$ cat config.mk
export PLATFORM = sky130hd
export DESIGN_NAME = reset_power_interrupt_core
export DESIGN_NICKNAME = d
export VERILOG_FILES = /design/src/design/rpi_pkg.sv /design/src/design/bus_low_timer.sv /design/src/design/pin_sync.sv /design/src/design/reset_power_interrupt_core.sv
export VERILOG_INCLUDE_DIRS = /design/src /design/src/design
export SDC_FILE = /design/constraint.sdc
export NUM_CORES = 1
export LEC_CHECK = 0
export BUFFER_PORTS_ARGS = -buffer_cell sky130_fd_sc_hd__buf_2
export CAP_MARGIN = 25
export CORE_MARGIN = 2
export CORE_UTILIZATION = 25
export CTS_CLUSTER_SIZE = 28
export DETAILED_ROUTE_END_ITERATION = 10
export SYNTH_ARGS = -nofsm -noshare
export SYNTH_HDL_FRONTEND = slang
export SYNTH_SLANG_ARGS = --single-unit
$ cat constraint.sdc
create_clock -name ref_clk -period 2.3 [get_ports ref_clk]
set_input_delay 0.46 -clock ref_clk [delete_from_list [all_inputs] [get_ports ref_clk]]
set_output_delay 0.46 -clock ref_clk [all_outputs]
set_load 0.1 [all_outputs]
$ cat src/design/rpi_defines.svh
`ifndef RPI_DEFINES_SVH
`define RPI_DEFINES_SVH

// ****************************************
// Register offsets
// ****************************************
`define ADDR_CONTROL 8'h02
`define ADDR_INT_FLAGS 8'h03
`define ADDR_MANUAL_SWITCH 8'h13
`define ADDR_CHARGE_MANUAL 8'h14
`define ADDR_MIC_CONFIG 8'h15

// ****************************************
// Field positions
// ****************************************
`define CTRL_INT_MASK_BIT 0
`define CTRL_MAN_SW_EN_BIT 2
`define CTRL_SOFT_RESET_BIT 6
`define MANSW_HOST_ONE_BIT 0
`define MANSW_VBUS_FET_BIT 1
`define CHG_INHIBIT_BIT 0
`define MIC_OVERVOLTAGE_EN_BIT 0
`define MIC_ENABLE_BIT 1
`define MIC_MONO_BIT 2
`define FLAG_ATTACH_BIT 0
`define FLAG_DETACH_BIT 1
`define FLAG_VBUS_CHG_BIT 2
`define FLAG_ID_CHG_BIT 3

// ****************************************
// Reset values
// ****************************************
`define CTRL_RESET 8'h05
`define FLAGS_RESET 8'h00
`define MANSW_RESET 8'h03
`define CHG_RESET 8'h00
`define MIC_RESET 8'h00

// ****************************************
// Timing
// ****************************************
`define REF_CLK_HZ 50000000
`define BUS_LOW_RESET_MS 30
`define BUS_LOW_RESET_CYCLES ((`BUS_LOW_RESET_MS * `REF_CLK_HZ) / 1000)

`endif

$ cat src/design/rpi_pkg.sv
// ****************************************
// Shared types
// ****************************************
`default_nettype none
package rpi_pkg;

  typedef logic [23:0] timer_cnt_t;

  // Raw supply comparators and bus pins, all asynchronous
  typedef struct packed {
    logic cable_valid;
    logic battery_valid;
    logic battery_low;
    logic io_valid;
    logic scl;
    logic sda;
    logic id_float;
  } supply_pins_s;

  typedef struct packed {
    logic wr;
    logic rd;
    logic [7:0] addr;
    logic [7:0] wdata;
  } reg_req_s;

  typedef struct packed {
    logic charge_enable;
    logic detect_enable;
    logic comm_enable;
    logic illegal_supply;
    logic cable_powered;
  } power_state_s;

  typedef struct packed {
    logic vbus_fet_on;
    logic host_one_dplus;
    logic host_one_dminus;
    logic mic_to_cable_supply;
    logic mic_to_connector_dplus;
    logic mic_overvoltage_enable;
  } switch_ctrl_s;

  typedef enum logic {ST_STANDBY, ST_ATTACHED} attach_state_e;

  typedef struct packed {
    timer_cnt_t cnt;
    logic fired;
  } bus_timer_s;

  typedef struct packed {
    logic [7:0] ctrl;
    logic [7:0] flags;
    logic [7:0] mansw;
    logic [7:0] chg;
    logic [7:0] mic;
    attach_state_e state;
    supply_pins_s prev;
    logic [7:0] rdata;
    logic rvalid;
    logic soft_pulse;
  } core_state_s;

endpackage : rpi_pkg
`default_nettype wire

$ cat src/design/bus_low_timer.sv
`timescale 1ns/10ps
`default_nettype none
`include "rpi_defines.svh"
// ****************************************
// Serial-bus held-low reset timer
// ****************************************
module bus_low_timer
  import rpi_pkg::*;
#(
  parameter rpi_pkg::timer_cnt_t CYCLES = rpi_pkg::timer_cnt_t'(`BUS_LOW_RESET_CYCLES)
) (
  input wire logic ref_clk, // System clock
  input wire logic resetn, // Synchronous reset, active low
  input wire logic both_low, // Clock and data both low, synchronised
  output logic fire // One-cycle reset request
);
  bus_timer_s st_r;
  bus_timer_s st_nxt;

  // Fires once per low stretch; any high level restarts the count
  always_comb
  begin
    st_nxt = st_r;
    if (!both_low)
    begin
      st_nxt.cnt = '0;
      st_nxt.fired = 1'b0;
    end
    else if (!st_r.fired)
    begin
      if (st_r.cnt == CYCLES - 1'b1)
        st_nxt.fired = 1'b1;
      else
        st_nxt.cnt = st_r.cnt + 1'b1;
    end
  end

  always_ff @(posedge ref_clk)
  begin
    if (!resetn)
      st_r <= '0;
    else
      st_r <= st_nxt;
  end

  assign fire = both_low & ~st_r.fired & (st_r.cnt == CYCLES - 1'b1);
endmodule : bus_low_timer
`default_nettype wire

$ cat src/design/pin_sync.sv
`timescale 1ns/10ps
`default_nettype none
// ****************************************
// Two-stage synchroniser, one per bit
// ****************************************
module pin_sync #(
  parameter int W = 7
) (
  input wire logic ref_clk, // System clock
  input wire logic resetn, // Synchronous reset, active low
  input wire logic [W-1:0] async_in, // Pins from outside the domain
  output logic [W-1:0] sync_out // Safe to read
);
  typedef struct packed {
    logic [W-1:0] meta;
    logic [W-1:0] sync;
  } sync_s;

  sync_s st_r;
  sync_s st_nxt;

  // First stage feeds only the second stage
  for (genvar i = 0; i < W; i++)
  begin : g_bit
    assign st_nxt.meta[i] = async_in[i];
    assign st_nxt.sync[i] = st_r.meta[i];
  end

  always_ff @(posedge ref_clk)
  begin
    if (!resetn)
      st_r <= '0;
    else
      st_r <= st_nxt;
  end

  assign sync_out = st_r.sync;
endmodule : pin_sync
`default_nettype wire

$ cat src/design/reset_power_interrupt_core.sv
`timescale 1ns/10ps
`default_nettype none
`include "rpi_defines.svh"
module reset_power_interrupt_core #(
  parameter rpi_pkg::timer_cnt_t BUS_LOW_CYCLES = rpi_pkg::timer_cnt_t'(`BUS_LOW_RESET_CYCLES)
) (
  input wire logic ref_clk, // 50 MHz clock
  input wire logic resetn, // Power-up reset, active low
  input wire rpi_pkg::supply_pins_s pins, // Asynchronous pins
  input wire logic id_code_change, // Resistor code changed, pulse
  input wire logic usb_discovery_done, // Discovery finished, level
  input wire logic usb_route_req, // Automatic routing wants host one
  input wire rpi_pkg::reg_req_s reg_req, // Register access from serial slave
  output logic [7:0] reg_rdata, // Read data, registered
  output logic reg_rvalid, // Read data valid, pulse
  output logic irq_out_n, // Interrupt, active low, push-pull
  output rpi_pkg::power_state_s power, // Enabled functions
  output rpi_pkg::switch_ctrl_s switches, // Switch drives
  output logic standby, // No accessory attached
  output logic hw_reset_pulse // Hardware reset taken
);
  import rpi_pkg::*;

  // ****************************************
  // Reset image and state
  // ****************************************
  localparam core_state_s CORE_RESET = '{
    ctrl: `CTRL_RESET,
    flags: `FLAGS_RESET,
    mansw: `MANSW_RESET,
    chg: `CHG_RESET,
    mic: `MIC_RESET,
    state: ST_STANDBY,
    prev: '0,
    rdata: 8'h00,
    rvalid: 1'b0,
    soft_pulse: 1'b0
  };

  core_state_s st_r;
  core_state_s st_nxt;
  supply_pins_s pins_s;
  logic bus_low_fire;
  logic por_edge;
  logic io_fall;
  logic hw_rst;
  logic attach_now;
  logic man_active;
  logic [7:0] ev;

  // ****************************************
  // Pin synchronisation and bus-low timer
  // ****************************************
  pin_sync #(
    .W($bits(supply_pins_s))
  ) u_sync (
    .ref_clk(ref_clk),
    .resetn(resetn),
    .async_in(pins),
    .sync_out(pins_s)
  );

  // Long count kept in its own module so a bench can shorten it
  bus_low_timer #(
    .CYCLES(BUS_LOW_CYCLES)
  ) u_bus_low (
    .ref_clk(ref_clk),
    .resetn(resetn),
    .both_low(~pins_s.scl & ~pins_s.sda),
    .fire(bus_low_fire)
  );

  // ****************************************
  // Hardware reset sources
  // ****************************************
  // Edge history survives internal resets, so a reset cannot retrigger itself
  assign por_edge = (pins_s.cable_valid & ~st_r.prev.cable_valid & pins_s.battery_low)
    | (pins_s.battery_valid & ~st_r.prev.battery_valid & ~pins_s.cable_valid);
  assign io_fall = ~pins_s.io_valid & st_r.prev.io_valid;
  assign hw_rst = por_edge | io_fall | bus_low_fire;

  // ****************************************
  // Supply states
  // ****************************************
  always_comb
  begin
    power.charge_enable = pins_s.cable_valid & ~st_r.chg[`CHG_INHIBIT_BIT];
    power.detect_enable = pins_s.cable_valid | pins_s.battery_valid;
    power.comm_enable = pins_s.io_valid & power.detect_enable;
    power.illegal_supply = pins_s.io_valid & ~power.detect_enable;
    power.cable_powered = pins_s.cable_valid & ~pins_s.battery_valid;
  end

  // Attach seen from either the id pin or the cable supply
  assign attach_now = power.detect_enable & (~pins_s.id_float | pins_s.cable_valid);

  // Status change events
  always_comb
  begin
    ev = 8'h00;
    ev[`FLAG_ATTACH_BIT] = attach_now & (st_r.state == ST_STANDBY);
    ev[`FLAG_DETACH_BIT] = ~attach_now & (st_r.state == ST_ATTACHED);
    ev[`FLAG_VBUS_CHG_BIT] = pins_s.cable_valid ^ st_r.prev.cable_valid;
    ev[`FLAG_ID_CHG_BIT] = (pins_s.id_float ^ st_r.prev.id_float) | id_code_change;
  end

  // ****************************************
  // Next state
  // ****************************************
  always_comb
  begin
    st_nxt = st_r;
    st_nxt.prev = pins_s;
    st_nxt.rvalid = 1'b0;
    st_nxt.soft_pulse = 1'b0;
    // Attach tracking; standby is the idle watch state
    case (st_r.state)
      ST_STANDBY:
        if (attach_now)
          st_nxt.state = ST_ATTACHED;
      ST_ATTACHED:
        if (!attach_now)
          st_nxt.state = ST_STANDBY;
      default:
        st_nxt.state = ST_STANDBY;
    endcase
    // Reads; the flag register clears on read
    if (power.comm_enable && reg_req.rd)
    begin
      st_nxt.rvalid = 1'b1;
      case (reg_req.addr)
        `ADDR_CONTROL: st_nxt.rdata = st_r.ctrl;
        `ADDR_INT_FLAGS:
        begin
          st_nxt.rdata = st_r.flags;
          st_nxt.flags = `FLAGS_RESET;
        end
        `ADDR_MANUAL_SWITCH: st_nxt.rdata = st_r.mansw;
        `ADDR_CHARGE_MANUAL: st_nxt.rdata = st_r.chg;
        `ADDR_MIC_CONFIG: st_nxt.rdata = st_r.mic;
        default: st_nxt.rdata = 8'h00;
      endcase
    end
    // Writes; the soft reset bit is a trigger and never stored
    if (power.comm_enable && reg_req.wr)
    begin
      case (reg_req.addr)
        `ADDR_CONTROL:
        begin
          st_nxt.ctrl = reg_req.wdata;
          st_nxt.ctrl[`CTRL_SOFT_RESET_BIT] = 1'b0;
          st_nxt.soft_pulse = reg_req.wdata[`CTRL_SOFT_RESET_BIT];
        end
        `ADDR_MANUAL_SWITCH: st_nxt.mansw = reg_req.wdata;
        `ADDR_CHARGE_MANUAL: st_nxt.chg = reg_req.wdata;
        `ADDR_MIC_CONFIG: st_nxt.mic = reg_req.wdata;
        default: st_nxt.mic = st_nxt.mic;
      endcase
    end
    // A new event beats a clear by read in the same cycle
    st_nxt.flags = st_nxt.flags | ev;
    // Software reset spares control, manual switch and manual charge
    if (st_r.soft_pulse)
    begin
      st_nxt.flags = `FLAGS_RESET;
      st_nxt.mic = `MIC_RESET;
      st_nxt.state = ST_STANDBY;
    end
    // Without battery the registers stay at their defaults
    if (!pins_s.battery_valid)
    begin
      st_nxt.ctrl = `CTRL_RESET;
      st_nxt.flags = `FLAGS_RESET;
      st_nxt.mansw = `MANSW_RESET;
      st_nxt.chg = `CHG_RESET;
      st_nxt.mic = `MIC_RESET;
    end
    // Hardware reset restores every register and returns to standby
    if (hw_rst)
    begin
      st_nxt.ctrl = `CTRL_RESET;
      st_nxt.flags = `FLAGS_RESET;
      st_nxt.mansw = `MANSW_RESET;
      st_nxt.chg = `CHG_RESET;
      st_nxt.mic = `MIC_RESET;
      st_nxt.state = ST_STANDBY;
      st_nxt.soft_pulse = 1'b0;
    end
  end

  always_ff @(posedge ref_clk)
  begin
    if (!resetn)
      st_r <= CORE_RESET;
    else
      st_r <= st_nxt;
  end

  // ****************************************
  // Outputs
  // ****************************************
  // Manual host-one routing only once discovery has finished on an attached device; the manual pass transistor bit applies at once
  assign man_active = st_r.ctrl[`CTRL_MAN_SW_EN_BIT] & usb_discovery_done
    & (st_r.state == ST_ATTACHED);

  always_comb
  begin
    switches.vbus_fet_on = (st_r.state == ST_ATTACHED) & pins_s.cable_valid
      & ~(st_r.ctrl[`CTRL_MAN_SW_EN_BIT] & ~st_r.mansw[`MANSW_VBUS_FET_BIT]);
    switches.host_one_dplus = (st_r.state == ST_ATTACHED)
      & (man_active ? st_r.mansw[`MANSW_HOST_ONE_BIT] : usb_route_req);
    switches.host_one_dminus = switches.host_one_dplus;
    switches.mic_to_cable_supply = (st_r.state == ST_ATTACHED)
      & st_r.mic[`MIC_ENABLE_BIT] & ~st_r.mic[`MIC_MONO_BIT];
    switches.mic_to_connector_dplus = (st_r.state == ST_ATTACHED)
      & st_r.mic[`MIC_ENABLE_BIT] & st_r.mic[`MIC_MONO_BIT];
    switches.mic_overvoltage_enable = st_r.mic[`MIC_OVERVOLTAGE_EN_BIT];
  end

  // Push-pull, high whenever masked, idle or without I/O supply
  assign irq_out_n = ~((|st_r.flags) & ~st_r.ctrl[`CTRL_INT_MASK_BIT]
    & pins_s.io_valid);
  assign reg_rdata = st_r.rdata;
  assign reg_rvalid = st_r.rvalid;
  assign standby = (st_r.state == ST_STANDBY);
  assign hw_reset_pulse = hw_rst;
endmodule : reset_power_interrupt_core
`default_nettype wire

==> reports/metrics.cfg <==
[outcome]
run_status=finished, final reports clean

[pwr]
total_power_uw=3290
leakagePower_uw=0.00184
power_density_nw_per_um2=670
max-vdd-ir-drop_uv=339

[detailed_routing]
vias=3411
postRouteAntennaNets=0
drt_iter0_drc=210
drtPass1Iterations=4
totalWireLength_mm=10.3
avgRoutedWirePerCell_um=14.1
remaining_drc_errors=0
vias_per_cell=4.68

[yosys]
synth_cell_type_count=57
synthesis.area_um2=3970
ys.flop_type=dfxtp_1
synth_warnings=0
synth_compound_area_frac=0.130
ys_top_cells_by_area=dfxtp_1, a21oi_1, nor2_1, mux2i_1, nand3_1
synth-xor-area-share=0.0287
synth_edf_count=0
syn_avg_cell_area_um2=8.83
yosys.area_share.simple=0.282
synth_top_area_frac=0.449
synth_top_family_by_area=simple AND/OR/NAND/NOR gates
synth-adder-area-share=0.00630
synth_area_leader_cell=dfxtp_1
yosys-mux-area-fraction=0.0542
yosysSeqAreaShare=0.449
synth_nets=482
synth_cells=450
ys_seq_elements=89
async_flop_share=0

[grt]
grt_remaining_overflow=0
grt_antenna_before_repair=0
grt_pass1_wl_mm=16.5
grt_max_degree=25
grt_pass1_vias=3330
grt_usage=0.125

[cts]
h-tree-depth=3
clk_latency_ns=0.34
cts-root-buf=clkbuf_16
cts_hold_buf=0
clk_path_buf_depth=2
cts_tree=yes
path_clk_slew_ns=0.07
cts_buffers=9
cts_sinks=89

[floorplan]
initial_core_util=0.253
die_h_um=130
ios=53
dieArea_um2=16900
fp-row-count=46
core_um2=15700
die_width_um=130

[worst_setup_path]
path_buf_inv=1
critPathCaptureType=primary output
crit_type=register to primary output
worstPathCellList=nand4_1 -> nor2_1 -> and4_4 -> or2_4 -> buf_12
slowest_stage=dfxtp_1
cp.required_ns=1.84
path_delay_family=simple AND/OR/NAND/NOR gates
cpPeakStageDelay_ns=0.42
startpoint_type=register
crit_fanout=4
arrival_ns=1.77

[placement]
dp_hpwl_mm=7.61
portBuffers=52
gp_congestion=0.877

[sta]
slew_headroom=0.621
skew_ns=0.00841
fin_crit_ns=2.23
tightestPinTransition_ns=0.567
clock.fmax_ghz=0.448
period_share=0.970
tns_ns=0
drv_slew=0
setup_viol=0
hold_viol_final=0

[layout]
mostFrequentLayoutCell=dfxtp_1
synthToLayoutAreaGrowth_pct=23.8
antennaDiodeCount=0
layout_common_cells=dfxtp_1, buf_2, nor2_1
drive_gt1_frac=0.255
nNetsFinal=540
post-route-util=0.313

[run]
cap_violations=0

[worst_hold_path]
hold_class=primary input to register

[where the power goes]
| part | total [uW] | internal, uW | leakage (uW) | switching [uW] |
|---|---|---|---|---|
| clock network | 1500 | 875 | 0.000153 | 626 |
| registers | 1580 | 1560 | 0.000725 | 15.6 |
| logic | 216 | 68.9 | 0.000962 | 147 |
[routing by layer]
layer | global-route usage | share of wire
met3 | 0.0398 | 0.043
met4 | 0.0335 | 0.017
met1 | 0.143 | 0.42
met5 | 0 | 0
met2 | 0.224 | 0.52
[Yosys cell counts (4+ instances only)]
cell type	n
nand4_1	6
and3_1	6
mux2_2	4
mux2i_1	17
nor2_1	51
inv_1	13
xnor2_1	10
and2_1	19
a22oi_1	8
buf_2	6
clkbuf_1	8
nor3_1	7
buf_4	11
nor2b_1	5
nand3_1	28
a21oi_1	39
nand2_1	37
o21ai_0	14
or3_1	8
dfxtp_1	89
or2_2	5
[what timing repair did]
action / in CTS / in global routing
pin swaps: 1 / 6
resized for setup: 9 / 10
setup buffers: 1 / 7
gates cloned: 0 / 0
endpoints found under the setup margin: 1 / 1
[registers in the layout, summed over array words and instances (netlist names)]
register         flops
reg_rdata            8
st_r                40
u_sync.st_nxt        7
reg_rvalid           1
u_bus_low.st_r      25
switches             1
u_sync.sync_out      7
[area by class of cell]
class | instances | area (um2)
clock buffer | 10 | 239
clock inverter | 6 | 66.3
fill | 1632 | 10800
inverter | 13 | 48.8
multi-input combinational | 321 | 2060
sequential | 89 | 1800
tap | 216 | 270
timing repair buffer | 74 | 440
[path summary, 6_finish.rpt]
check	startpoint	endpoint	slack (ns)	cells past startpoint
max	u_bus_low.st_r[19]	hw_reset_pulse	0.07	5
max reg2reg	u_bus_low.st_r[1]	u_bus_low.st_r[17]	0.22	6
min	pins[6]	u_sync.st_nxt[6]	0.31	2
min reg2reg	st_r[0]	st_r[17]	0.42	1
[cell families after synthesis]
family	count (synthesis)
AND/OR/NAND/NOR	204
flip-flops	89
AO/OA/AOI/OAI	81
buffers and inverters	40
multiplexers	21
XOR/XNOR	13
adder cells (fa/ha/maj)	2
[stage by stage]
stage                     std cells  setup WS, ns  cell area, um2  hold slack (ns)
after floorplan                 450       -0.0846            3990            0.393
after global placement          705         0.194            4490            0.403
after detailed placement        705         0.139            4490            0.408
after CTS                       722       0.00385            4840            0.305
after global routing            729      -0.00510            4920            0.308
final                           729        0.0701            4920            0.314
Power figures use the tool's default switching activity.
